File: config.mk
export PLATFORM = sky130hd
export DESIGN_NAME = ufm_monitor
export DESIGN_NICKNAME = d
export VERILOG_FILES = /design/src/logic/ufm_pkg.sv /design/src/logic/ufm_filter.sv /design/src/logic/ufm_monitor.sv
export SDC_FILE = /design/constraint.sdc
export NUM_CORES = 1
export LEC_CHECK = 0
export ABC_AREA = 1
export BUFFER_PORTS_ARGS = -buffer_cell sky130_fd_sc_hd__buf_4
export CAP_MARGIN = 20
export CORE_AREA = 4 4 134 136
export DETAILED_ROUTE_END_ITERATION = 10
export DIE_AREA = 0 0 138 140
export PLACE_DENSITY_LB_ADDON = 0.25
export SYNTH_ARGS = -nofsm -noshare
export SYNTH_HDL_FRONTEND = slang
export SYNTH_SLANG_ARGS = --single-unit
File: constraint.sdc
create_clock -name clk_i -period 2.3 [get_ports clk_i]
set_input_delay 0.345 -clock clk_i [delete_from_list [all_inputs] [get_ports clk_i]]
set_output_delay 0.345 -clock clk_i [all_outputs]
set_load 0.02 [all_outputs]
File: src/logic/ufm_pkg.sv
// package: constants and carriers for the usb port fault monitor
`default_nettype none
package ufm_pkg;
   localparam int unsigned CLK_HZ           = 100_000_000;
   localparam int unsigned OC_DEGLITCH_MS   = 8;
   localparam int unsigned OV_DEGLITCH_MS   = 16;
   localparam int unsigned LD_SET_MS        = 210;
   localparam int unsigned LD_RESET_MS      = 3000;
   localparam int unsigned DCHG_LONG_MS     = 2000;
   localparam int unsigned DCHG_SHORT_MS    = 320;
   localparam int unsigned CYC_PER_MS       = CLK_HZ / 1000;
   localparam int unsigned OC_DEGLITCH_CYC  = OC_DEGLITCH_MS * CYC_PER_MS;
   localparam int unsigned OV_DEGLITCH_CYC  = OV_DEGLITCH_MS * CYC_PER_MS;
   localparam int unsigned LD_SET_CYC       = LD_SET_MS * CYC_PER_MS;
   localparam int unsigned LD_RESET_CYC     = LD_RESET_MS * CYC_PER_MS;
   localparam int unsigned DCHG_LONG_CYC    = DCHG_LONG_MS * CYC_PER_MS;
   localparam int unsigned DCHG_SHORT_CYC   = DCHG_SHORT_MS * CYC_PER_MS;
   localparam int unsigned CNT_W            = 32;

   // port modes as seen by this block
   typedef enum logic [2:0] {
      UFM_MODE_DATA      = 3'b000,
      UFM_MODE_CHARGE_DP = 3'b001,
      UFM_MODE_AUTO_CHG  = 3'b010,
      UFM_MODE_CLIENT    = 3'b011,
      UFM_MODE_RP_DATA   = 3'b100,
      UFM_MODE_RP_DED    = 3'b101
   } ufm_mode_t;

   // raw comparator inputs
   typedef struct packed {
      logic over_current;
      logic dplus_line_ov;
      logic dminus_line_ov;
      logic thermal_trip_limited;
      logic thermal_trip_normal;
      logic load_above_set;
      logic load_below_reset;
   } ufm_sense_t;

   // switch and discharge controls
   typedef struct packed {
      logic power_switch_en;
      logic data_switch_en;
      logic out_discharge_en;
      logic data_discharge_en;
      logic high_current_limit_sel;
   } ufm_drive_t;
endpackage : ufm_pkg
`default_nettype wire

File: src/logic/ufm_filter.sv
// one-sided or two-sided persistence filter built from a restartable counter
`default_nettype none
module ufm_filter
   import ufm_pkg::*;
#(
   parameter int unsigned SET_CYC = 1,
   parameter int unsigned CLR_CYC = 1
) (
   input  wire logic clk_i,
   input  wire logic reset_i,
   input  wire logic raw_i,
   output logic      filt_o
);
   logic [CNT_W-1:0] count;

   // counter runs only while raw disagrees with output; restarts when it agrees
   always_ff @(posedge clk_i) begin
      if (reset_i) begin
         count  <= '0;
         filt_o <= 1'b0;
      end else if (raw_i == filt_o) begin
         count <= '0;
      end else if ((raw_i && count >= CNT_W'(SET_CYC - 1)) ||
                   (!raw_i && count >= CNT_W'(CLR_CYC - 1))) begin
         count  <= '0;
         filt_o <= raw_i;
      end else begin
         count <= count + CNT_W'(1);
      end
   end
endmodule : ufm_filter
`default_nettype wire

File: src/logic/ufm_monitor.sv
// top: fault filtering, switch control, discharge sequencing, load detect
//
// Functional notes
// - single active-low fault output from all sources
// - overcurrent fault deglitched 8 ms both ways
// - no overcurrent fault in reduced-power modes
// - data line overvoltage opens data switches immediately
// - data overvoltage fault after 16 ms, instant release
// - thermal trip kills power and data switches
// - thermal fault asserts with no deglitch
// - switches return after 20 degree cooldown, cycling
// - renegotiation: power off, discharge, power on
// - data discharge path on during overvoltage
// - overvoltage clear restores data switches automatically
// - load detect sets after 210 ms above
// - load detect clears after 3 s below
// - high limit charging, low limit non-charging
// - mode change into or out of auto charging: discharge hold 2 s or 320 ms
`default_nettype none
module ufm_monitor
   import ufm_pkg::*;
#(
   parameter int unsigned OC_CYC   = OC_DEGLITCH_CYC,
   parameter int unsigned OV_CYC   = OV_DEGLITCH_CYC,
   parameter int unsigned LDS_CYC  = LD_SET_CYC,
   parameter int unsigned LDR_CYC  = LD_RESET_CYC,
   parameter int unsigned DL_CYC   = DCHG_LONG_CYC,
   parameter int unsigned DS_CYC   = DCHG_SHORT_CYC
) (
   input  wire logic       clk_i,
   input  wire logic       reset_i,
   input  wire ufm_sense_t sense_i,
   input  wire ufm_mode_t  mode_i,
   input  wire logic       renegotiate_i,
   input  wire logic       thermal_cool_i,
   output ufm_drive_t      drive_o,
   output logic            fault_n_o,
   output logic            fault_oe_o,
   output logic            load_detect_o
);
   function automatic logic is_charging(input ufm_mode_t m);
      return (m == UFM_MODE_CHARGE_DP) || (m == UFM_MODE_AUTO_CHG);
   endfunction : is_charging

   function automatic logic is_reduced(input ufm_mode_t m);
      return (m == UFM_MODE_RP_DATA) || (m == UFM_MODE_RP_DED);
   endfunction : is_reduced

   // saturating run-length step shared by the persistence checks
   function automatic logic [CNT_W-1:0] run_step(input logic             cond,
                                                 input logic [CNT_W-1:0] run);
      if (!cond) begin
         return '0;
      end
      return (run == '1) ? run : run + CNT_W'(1);
   endfunction : run_step

   typedef enum logic [1:0] {
      UFM_DS_IDLE = 2'b00,
      UFM_DS_HOLD = 2'b01
   } ufm_dchg_t;

   logic             oc_filt;
   logic             ov_filt;
   logic             ld_set_filt;
   logic             ld_clr_filt;
   logic             ov_raw;
   logic             thermal_raw;
   logic             thermal_off;
   ufm_mode_t        prev_mode;
   ufm_dchg_t        dstate;
   logic [CNT_W-1:0] dcount;
   logic [CNT_W-1:0] dlimit;
   logic             oc_fault;
   logic             next_fault;
   logic [CNT_W-1:0] oc_hi_run;
   logic [CNT_W-1:0] oc_lo_run;
   logic [CNT_W-1:0] ov_hi_run;
   logic [CNT_W-1:0] ld_hi_run;
   logic [CNT_W-1:0] ld_lo_run;

   assign ov_raw = sense_i.dplus_line_ov | sense_i.dminus_line_ov;
   // trip threshold follows whether current limit is active
   assign thermal_raw = sense_i.over_current ? sense_i.thermal_trip_limited
                                             : sense_i.thermal_trip_normal;

   ufm_filter #(.SET_CYC(OC_CYC), .CLR_CYC(OC_CYC)) u_oc (
      .clk_i   (clk_i),
      .reset_i (reset_i),
      .raw_i   (sense_i.over_current),
      .filt_o  (oc_filt)
   );

   ufm_filter #(.SET_CYC(OV_CYC), .CLR_CYC(1)) u_ov (
      .clk_i   (clk_i),
      .reset_i (reset_i),
      .raw_i   (ov_raw),
      .filt_o  (ov_filt)
   );

   ufm_filter #(.SET_CYC(LDS_CYC), .CLR_CYC(1)) u_ld_set (
      .clk_i   (clk_i),
      .reset_i (reset_i),
      .raw_i   (sense_i.load_above_set),
      .filt_o  (ld_set_filt)
   );

   ufm_filter #(.SET_CYC(LDR_CYC), .CLR_CYC(1)) u_ld_clr (
      .clk_i   (clk_i),
      .reset_i (reset_i),
      .raw_i   (sense_i.load_below_reset),
      .filt_o  (ld_clr_filt)
   );

   // the fast filter needs one cycle to release; gate with raw so release is immediate
   assign oc_fault   = oc_filt & ~is_reduced(mode_i);
   assign next_fault = oc_fault | (ov_filt & ov_raw) | thermal_raw | thermal_off;

   // thermal shutdown latched until the cool-down comparator reports 20 degrees below trip
   always_ff @(posedge clk_i) begin
      if (reset_i) begin
         thermal_off <= 1'b0;
      end else if (thermal_raw) begin
         thermal_off <= 1'b1;
      end else if (thermal_cool_i) begin
         thermal_off <= 1'b0;
      end
   end

   // mode-change and renegotiation discharge sequencing
   always_ff @(posedge clk_i) begin
      if (reset_i) begin
         // track the pin in reset so release never shows a false mode edge
         prev_mode <= mode_i;
         dstate    <= UFM_DS_IDLE;
         dcount    <= '0;
         dlimit    <= '0;
      end else begin
         prev_mode <= mode_i;
         case (dstate)
            UFM_DS_IDLE: begin
               dcount <= '0;
               if (mode_i != prev_mode && mode_i == UFM_MODE_AUTO_CHG) begin
                  dlimit <= CNT_W'(DL_CYC);
                  dstate <= UFM_DS_HOLD;
               end else if (mode_i != prev_mode && prev_mode == UFM_MODE_AUTO_CHG) begin
                  dlimit <= CNT_W'(DS_CYC);
                  dstate <= UFM_DS_HOLD;
               end else if (renegotiate_i) begin
                  dlimit <= CNT_W'(DS_CYC);
                  dstate <= UFM_DS_HOLD;
               end
            end
            UFM_DS_HOLD: begin
               if (dcount >= dlimit - CNT_W'(1)) begin
                  dstate <= UFM_DS_IDLE;
               end else begin
                  dcount <= dcount + CNT_W'(1);
               end
            end
            default: dstate <= UFM_DS_IDLE;
         endcase
      end
   end

   // outputs: all registered
   always_ff @(posedge clk_i) begin
      if (reset_i) begin
         drive_o    <= '0;
         fault_n_o  <= 1'b1;
         fault_oe_o <= 1'b0;
      end else begin
         drive_o.power_switch_en  <= ~(thermal_raw | thermal_off) &
                                     (dstate == UFM_DS_IDLE) &
                                     (mode_i != UFM_MODE_CLIENT);
         drive_o.out_discharge_en <= (dstate == UFM_DS_HOLD);
         drive_o.data_switch_en   <= ~ov_raw & ~(thermal_raw | thermal_off);
         drive_o.data_discharge_en <= ov_raw;
         drive_o.high_current_limit_sel <= is_charging(mode_i);
         fault_n_o  <= 1'b0;
         fault_oe_o <= next_fault;
      end
   end

   // load-detect status, charging modes only
   always_ff @(posedge clk_i) begin
      if (reset_i || !is_charging(mode_i)) begin
         load_detect_o <= 1'b0;
      end else if (ld_set_filt) begin
         load_detect_o <= 1'b1;
      end else if (ld_clr_filt) begin
         load_detect_o <= 1'b0;
      end
   end

   // run lengths of the raw inputs, only for the checks below; they saturate, never wrap
   always_ff @(posedge clk_i) begin
      if (reset_i) begin
         oc_hi_run <= '0;
         oc_lo_run <= '0;
         ov_hi_run <= '0;
         ld_hi_run <= '0;
         ld_lo_run <= '0;
      end else begin
         oc_hi_run <= run_step(sense_i.over_current, oc_hi_run);
         oc_lo_run <= run_step(!sense_i.over_current, oc_lo_run);
         ov_hi_run <= run_step(ov_raw, ov_hi_run);
         ld_hi_run <= run_step(sense_i.load_above_set, ld_hi_run);
         ld_lo_run <= run_step(sense_i.load_below_reset, ld_lo_run);
      end
   end

   a_data_sw_open: assert property (@(posedge clk_i) disable iff (reset_i)
      ov_raw |=> !drive_o.data_switch_en)
      else $error("data switch not opened on overvoltage");
   a_ov_disch_on: assert property (@(posedge clk_i) disable iff (reset_i)
      ov_raw |=> drive_o.data_discharge_en)
      else $error("data discharge off during overvoltage");
   a_ov_release: assert property (@(posedge clk_i) disable iff (reset_i)
      $fell(ov_raw) && !sense_i.over_current && !thermal_raw && !thermal_off
      && !oc_filt |=> !fault_oe_o)
      else $error("overvoltage fault not released at once");
   a_thermal_fault: assert property (@(posedge clk_i) disable iff (reset_i)
      thermal_raw |=> fault_oe_o && !drive_o.power_switch_en)
      else $error("thermal trip not reported immediately");
   a_thermal_hold: assert property (@(posedge clk_i) disable iff (reset_i)
      thermal_off && !thermal_cool_i |=> thermal_off)
      else $error("thermal shutdown released before cooldown");
   a_rp_no_oc: assert property (@(posedge clk_i) disable iff (reset_i)
      is_reduced(mode_i) && !ov_raw && !thermal_raw && !thermal_off |=> !fault_oe_o)
      else $error("overcurrent fault in reduced power mode");
   a_oc_short: assert property (@(posedge clk_i) disable iff (reset_i)
      $rose(sense_i.over_current) && !oc_filt |=> !oc_filt)
      else $error("overcurrent passed without deglitch");
   a_ilim_sel: assert property (@(posedge clk_i) disable iff (reset_i)
      is_charging(mode_i) |=> drive_o.high_current_limit_sel)
      else $error("wrong current limit selected");
   a_disch_pwr: assert property (@(posedge clk_i) disable iff (reset_i)
      drive_o.out_discharge_en |-> !drive_o.power_switch_en)
      else $error("power on during output discharge");
   a_ld_idle: assert property (@(posedge clk_i) disable iff (reset_i)
      !is_charging(mode_i) |=> !load_detect_o)
      else $error("load detect set outside charging mode");

   // filter timing against the raw run lengths
   a_oc_set_time: assert property (@(posedge clk_i) disable iff (reset_i)
      oc_hi_run >= CNT_W'(OC_CYC) |-> oc_filt)
      else $error("overcurrent held past deglitch but not filtered");
   a_oc_clr_time: assert property (@(posedge clk_i) disable iff (reset_i)
      oc_lo_run >= CNT_W'(OC_CYC) |-> !oc_filt)
      else $error("overcurrent gone past deglitch but still filtered");
   a_oc_rise_late: assert property (@(posedge clk_i) disable iff (reset_i)
      $rose(oc_filt) |-> oc_hi_run >= CNT_W'(OC_CYC))
      else $error("overcurrent filter set early");
   a_oc_fall_late: assert property (@(posedge clk_i) disable iff (reset_i)
      $fell(oc_filt) |-> oc_lo_run >= CNT_W'(OC_CYC))
      else $error("overcurrent filter cleared early");
   a_ov_set_time: assert property (@(posedge clk_i) disable iff (reset_i)
      ov_hi_run >= CNT_W'(OV_CYC) |-> ov_filt)
      else $error("overvoltage held past deglitch but not filtered");
   a_ov_rise_late: assert property (@(posedge clk_i) disable iff (reset_i)
      $rose(ov_filt) |-> ov_hi_run >= CNT_W'(OV_CYC))
      else $error("overvoltage filter set early");
   a_ld_set_time: assert property (@(posedge clk_i) disable iff (reset_i)
      ld_hi_run >= CNT_W'(LDS_CYC) |-> ld_set_filt)
      else $error("heavy load held but set filter idle");
   a_ld_rise_late: assert property (@(posedge clk_i) disable iff (reset_i)
      $rose(ld_set_filt) |-> ld_hi_run >= CNT_W'(LDS_CYC))
      else $error("load set filter fired early");
   a_ld_clr_time: assert property (@(posedge clk_i) disable iff (reset_i)
      ld_lo_run >= CNT_W'(LDR_CYC) |-> ld_clr_filt)
      else $error("light load held but clear filter idle");
   a_ld_clr_late: assert property (@(posedge clk_i) disable iff (reset_i)
      $rose(ld_clr_filt) |-> ld_lo_run >= CNT_W'(LDR_CYC))
      else $error("load clear filter fired early");

   // fault pin and status outputs
   a_ov_fault_on: assert property (@(posedge clk_i) disable iff (reset_i)
      ov_filt && ov_raw |=> fault_oe_o)
      else $error("filtered overvoltage not reported");
   a_oc_fault_on: assert property (@(posedge clk_i) disable iff (reset_i)
      oc_filt && !is_reduced(mode_i) |=> fault_oe_o)
      else $error("filtered overcurrent not reported");
   a_fault_cause: assert property (@(posedge clk_i) disable iff (reset_i)
      !oc_filt && !ov_raw && !thermal_raw && !thermal_off |=> !fault_oe_o)
      else $error("fault reported with no source");
   a_fault_pin_drive: assert property (@(posedge clk_i) disable iff (reset_i)
      fault_oe_o |-> !fault_n_o)
      else $error("fault pin driven high");
   a_ld_set_out: assert property (@(posedge clk_i) disable iff (reset_i)
      is_charging(mode_i) && ld_set_filt |=> load_detect_o)
      else $error("load detect not set");
   a_ld_clr_out: assert property (@(posedge clk_i) disable iff (reset_i)
      is_charging(mode_i) && ld_clr_filt && !ld_set_filt |=> !load_detect_o)
      else $error("load detect not cleared");
   a_ilim_low: assert property (@(posedge clk_i) disable iff (reset_i)
      !is_charging(mode_i) |=> !drive_o.high_current_limit_sel)
      else $error("high limit outside charging mode");

   // switch control
   a_data_sw_close: assert property (@(posedge clk_i) disable iff (reset_i)
      !ov_raw && !thermal_raw && !thermal_off |=> drive_o.data_switch_en
      && !drive_o.data_discharge_en)
      else $error("data path not restored after overvoltage");
   a_thermal_data: assert property (@(posedge clk_i) disable iff (reset_i)
      thermal_raw |=> !drive_o.data_switch_en)
      else $error("data switch left closed on thermal trip");
   a_thermal_clear: assert property (@(posedge clk_i) disable iff (reset_i)
      thermal_off && thermal_cool_i && !thermal_raw |=> !thermal_off)
      else $error("thermal shutdown kept after cooldown");
   a_power_back: assert property (@(posedge clk_i) disable iff (reset_i)
      !thermal_raw && !thermal_off && dstate == UFM_DS_IDLE
      && mode_i != UFM_MODE_CLIENT |=> drive_o.power_switch_en)
      else $error("power switch not restored");

   // discharge sequencing
   a_disch_long: assert property (@(posedge clk_i) disable iff (reset_i)
      dstate == UFM_DS_IDLE && $changed(mode_i) && mode_i == UFM_MODE_AUTO_CHG
      |=> dstate == UFM_DS_HOLD && dlimit == CNT_W'(DL_CYC))
      else $error("long discharge hold not started");
   a_disch_short: assert property (@(posedge clk_i) disable iff (reset_i)
      dstate == UFM_DS_IDLE && $changed(mode_i) && $past(mode_i) == UFM_MODE_AUTO_CHG
      |=> dstate == UFM_DS_HOLD && dlimit == CNT_W'(DS_CYC))
      else $error("short discharge hold not started");
   a_reneg_hold: assert property (@(posedge clk_i) disable iff (reset_i)
      dstate == UFM_DS_IDLE && renegotiate_i |=> dstate == UFM_DS_HOLD)
      else $error("renegotiation discharge not started");
   a_hold_bound: assert property (@(posedge clk_i) disable iff (reset_i)
      dstate == UFM_DS_HOLD |-> dcount < dlimit)
      else $error("discharge hold overran its limit");
endmodule : ufm_monitor
`default_nettype wire

---- Yosys cells after proc, flatten, opt, wreduce, memory -nomap -nowiden ----
Cells that the tools add are included.
operators by class
  eq/ne operators ......................... 15
  order comparisons ....................... 8
  reductions and logical operators ........ 38
  bitwise logic cells ..................... 17
  multiplexer cells ....................... 16
  add/sub/neg operators ................... 6
operators with widths
  cell                   number
  $add 32x1->32 const B  5
  $mux 32                4
  $ge 32x1->1 const B    3
  $pmux 32 s2            1
  $ge 32x20->1 const B   1
  $ge 32x21->1 const B   1
  $ge 32x25->1 const B   1
  $ge 32x29->1 const B   1
  $ge 32x32->1           1
  $sub 32x1->32 const B  1
  $reduce_and 2->1       7
  $reduce_or 3->1        4
  $logic_and 1x1->1      10
  $mux 2                 4
  $logic_or 1x1->1       7
  $not 1->1              7
  $eq 3x2->1 const B     2
  $eq 3x3->1 const B     2
  $mux 1                 6
  $reduce_bool 2->1      3
  $and 1x1->1            5
  $logic_not 1->1        5
  $or 1x1->1             5
  $eq 1x1->1             4
  9 further kinds        10
storage, ports and cells
  input bits .............................. 14
  output and inout bits ................... 8
  logic and storage cells ................. 121
  flip-flop bits (word level) ............. 210

---- Logic depth before layout (Yosys ltp) ----
  depth in word-level cells ............... 7
  gate-level depth with buffers ........... 17
  gate-level depth less buffers ........... 15

---- Modules after synthesis ----
Synthesis repeated with hierarchy kept, for this count alone.
second synthesis, totals
  cell total of the unflattened synthesis .. 1,311
  area total of the unflattened synthesis .. 9,313.9 um2
by module, submodules not included
  module                  area an instance (um2)  seq. area each (um2)  instances  cells an instance
  ufm_monitor             3,153.0                 960.9                 1          479
  ufm_filter at u_ld_clr  1,719.1                 660.6                 1          251
  ufm_filter at u_ld_set  1,636.6                 660.6                 1          219
  ufm_filter at u_ov      1,447.6                 660.6                 1          191
  ufm_filter at u_oc      1,357.6                 660.6                 1          171

---- Worst setup path after synthesis ----
OpenSTA, ideal clock, no wires.
  path kind ............................... reg2reg
  start ................................... reg dlimit[25]
  end ..................................... reg dcount[22]
  stages on the path, launching flop included .. 17
  required time ........................... 2.186 ns
  clock period less this slack ............ 2.384 ns
  path buffers ............................ 2
  path slack .............................. -0.084 ns
  library setup time ...................... 0.114 ns
  data arrival time ....................... 2.270 ns
  path through ............................ dfxtp_1 -> inv_2 -> ha_1 -> buf_2 -> a21oi_4 -> ha_1 -> nand2_1 -> inv_1 -> o21bai_1 -> nand2_1 -> nand2_1 -> nand2_1 -> inv_2 -> buf_2 -> nand4_1 -> nor2_1 -> nor2_2
on the way
  cells in the longest elaborated chain, start to end .. 4
RTL lines
  item                        RTL line            text
  start, declared             ufm_monitor.sv:73   logic [CNT_W-1:0] dlimit;
  start signal, assigned      ufm_monitor.sv:144  dlimit <= CNT_W'(DL_CYC);
  start signal, assigned      ufm_monitor.sv:147  dlimit <= CNT_W'(DS_CYC);
  start signal, assigned      ufm_monitor.sv:150  dlimit <= CNT_W'(DS_CYC);
  $sub 32x1->32               ufm_monitor.sv:155  if (dcount >= dlimit - CNT_W'(1)) begin
  $ge 32x32->1                ufm_monitor.sv:155
  $ne 2x2->1 (no line)        n/a
  $reduce_and 2->1 (no line)  n/a
  end signal, assigned        ufm_monitor.sv:158  dcount <= dcount + CNT_W'(1);
  end, declared               ufm_monitor.sv:72   logic [CNT_W-1:0] dcount;
Every way passes these cells.
A chain may end at the register's enable or synchronous reset.

---- Worst setup path after layout ----
  start ................................... reg dlimit[11]
  end ..................................... reg dcount[5]
The elaborated chain is that of the path after synthesis.

==> impl_results.md <==
* Core Region at 16900 sq um
* Sequential area share after synthesis at 0.382
* Period minus WS final at 2170 ps
* Worst min path class: input pin to flop
* Reg2reg end: dcount[5]
* Multi-input gate area at 5230 sq um
* I/O Pins at 22
* Post-synthesis cell count at 1299
* Layout cell share with drive strength beyond 1 at 0.136
* Most common cell after layout, fill and taps aside: nand2_1
* Clock Sinks at 180
* Setup Skew at 13.5 ps
* Avg WL per Cell at 11.9 um
* Critical path cell sequence: inv_2, ha_4, nand2_2, ha_1, nand2_1, o21a_1, nand2_1, clkinv_4, buf_4, nand4_1, nand2_1, nand2_1, nor2_1
* Port bufs at 21
* Vias/cell at 4.98
* Max-cap violations at 0
* GPL Wtd Cong at 0.916
* Most frequent cells in the layout: nand2_1 (275), nor2_1 (219), dfxtp_1 (178), inv_1 (153), nor3_1 (57)
* Total gr overflow at 0
* Critical Path Most Common Cell: nand2_1
* Final WL at 19300 um
* Die height at 140 um
* Synth area leaders: dfxtp_1 (38%), nand2_1 (11%), nor2_1 (8.8%)
* Yosys reg bits at 180
* First-pass GRT wire length at 32800 um
* Ys flop type: dfxtp_1
* Crit. path cell count at 13
* CP arrival at 2500 ps
* Worst Max-Slew Pin Slew at 586 ps
* Slowest CP cell: dfxtp_2
* Max_slew headroom at 0.608
* DRC errors left at 0
* Final net count at 1418
* Crit. Startpoint: dlimit[11]
* Number of synthesized flops with an enable pin at 0
* Crit path buffers/inverters at 3
* Layout area overhead at 14.5%
* Final setup violation count at 0
* Post-synthesis cell type count at 53
* Worst Setup EP: dcount[5]
* DRC marker count from the first detailed-route iteration at 545
* # rows at 48
* Detail Route Antenna Nets at 0
* Syn_area_per_cell at 7.27 sq um
* Status: finished, final reports clean
* Register area at 3610 sq um
* Initial antenna violation count at 0
* Fin crit share at 0.944
* Clock latency on the worst-skew pair at 430 ps
* Initial core utilization at 0.557
* Post-synth top area share at 0.382
* Die ar. at 19300 sq um
* Worst r2r path cells at 13
* Hold-fix buffers at CTS at 0
* Htree depth at 4
* Worst path top cell family by delay: simple AND/OR/NAND/NOR gates
* CTS tree: built
* DP Area at 10000 sq um
* Fmax at 460 MHz
* Clock buffer depth at 2
* Startpoint Class: flop
* R2R Path Start: dlimit[11]
* Vias in the first global route at 7347
* Area leader, netlist: dfxtp_1
* Crit Path Max Fanout at 8
* Peak VDD IR at 575 uV
* Async S/R FF share, synth at 0
* RSZ-0062 raised after global routing: yes
* Setup CP Type: flop to flop
* Fillcell total at 1518
* Syn Std Cell Area at 9440 sq um
* Hold_sp: mode_i[1]
* Cts bufs inserted at 17
* Root buffer cell: clkbuf_16
* Leak Pwr at 4.26 nW
* Drt first pass iters at 9
* Worst setup EP type: flop
* CP peak stage delay at 330 ps
* Largest net degree at the start of global routing at 29
* Post-layout instance area at 10800 sq um
* Yosys Warn Count at 0
* Antenna diode count at 0
* FF-to-FF setup slack at 130 ps
* Final hold violations at 0
* Die W at 138 um
* P per Cell Area at 633 nW/um^2
* CP required at 2620 ps
* Final Slew Violations at 0
* Worst-path clk slew at 70 ps
* Core Util, Final at 0.638
* GR Util All Layers at 0.200
* DP Wirelength at 14100 um
* Vias post-DR at 8030
cell type report:
type                       instances  area share
multi-input combinational        965       0.484
sequential                       180       0.334
inverter                         160      0.0563
clock buffer                      18      0.0406
timing repair buffer              52      0.0390
tap                              225      0.0260
clock inverter                    14      0.0206
registers in the layout, indices dropped and copies added (netlist names):
signal / cells
dcount: 32
dlimit: 3
drive_o: 5
dstate: 1
fault_n_o: 1
fault_oe_o: 1
load_detect_o: 1
prev_mode: 3
thermal_off: 1
u_ld_clr.count: 32
u_ld_clr.filt_o: 1
u_ld_set.count: 32
u_ld_set.filt_o: 1
u_oc.count: 32
u_oc.filt_o: 1
u_ov.count: 32
u_ov.filt_o: 1
logic make-up (layout without fill, tap and decap cells):
family,after synthesis,count (layout),share of synthesized area
AND/OR/NAND/NOR,765,766,0.385
other,1,33,0.000397
flip-flops,180,180,0.382
AO/OA/AOI/OAI,62,62,0.0396
multiplexers,1,1,0.00119
adder cells (fa/ha/maj),28,28,0.0371
XOR/XNOR,75,75,0.0696
buffers and inverters,187,244,0.0857
layer usage:
metal  global-route usage  wire length, um  vias to the layer above  part of all wire
li1                     -                -                     4268                 -
met1                0.256             9070                     3581              0.47
met2                0.335             9030                      148              0.47
met3               0.0468              792                       33             0.041
met4               0.0640              363                        0             0.019
met5                    0                0                        -                 0
repair_timing:
item / 4_1_cts / 5_1_grt
setup endpoints to repair: 32 / 32
pin swaps: 0 / 5
gates resized for setup: 4 / 20
gates cloned: 0 / 3
setup buffers: 0 / 1
stage by stage:
step	hold WS (ps)	power (mW)	std cells	setup WS, ps	TNS (ps)
floorplan	373	3.52	1331	10.3	0
global placement	429	3.64	1578	-43.3	-831
detailed placement	443	3.64	1578	-135	-3260
CTS	42.1	6.89	1610	52.0	0
global route	46.7	7.11	1614	-17.4	-37.0
finish	62.4	6.84	1614	128	0
synthesized netlist by cell type (2+ instances only):
cell type / instances
nand2_1: 278
nor2_1: 221
dfxtp_1: 180
inv_1: 153
nor3_1: 57
nand3_1: 56
xor2_1: 51
nand4_1: 45
a21oi_1: 36
ha_1: 28
nor2_2: 26
xnor2_1: 24
nand3_2: 11
buf_2: 8
nand2_2: 8
nor4_1: 8
and3_1: 7
buf_4: 7
o21ai_0: 7
a21oi_2: 6
nor3_2: 6
nor3b_1: 6
or2_2: 6
clkbuf_1: 5
nand3b_1: 5
nand4_2: 5
buf_6: 4
inv_2: 4
o21a_1: 4
nand2_4: 3
nor2_4: 3
buf_8: 2
clkinv_1: 2
nand3_4: 2
nand4_4: 2
nor3_4: 2
nor3b_2: 2
nor4_2: 2
o21ai_1: 2
or2_0: 2
where the power goes:
| part | switching [mW] | leakage [nW] | total (mW) | internal (mW) |
|---|---|---|---|---|
| Clock | 1.26 | 0.323 | 3.24 | 1.98 |
| Combinational | 0.252 | 2.47 | 0.409 | 0.157 |
| Sequential | 0.0258 | 1.47 | 3.20 | 3.17 |
| Total | 1.54 | 4.26 | 6.84 | 5.31 |
worst reg2reg max path, delay by kind of cell, from the launching register on:
kind	cells	cell delay, ps
simple gates	7	650
fa+ha+maj	2	490
buf+inv	3	380
flops	1	330
compound gates	1	220
worst min path at each step:
stage	end	slack [ps]	depth (start not counted)
detailed placement	u_ld_clr.count[0]	440	1
floorplan	fault_n_o	370	0
global route	prev_mode[2]	50	1
finish	prev_mode[1]	60	1
global placement	u_oc.count[0]	430	1
CTS	prev_mode[1]	40	1
Note: power is estimated with default switching activity, not from simulation.
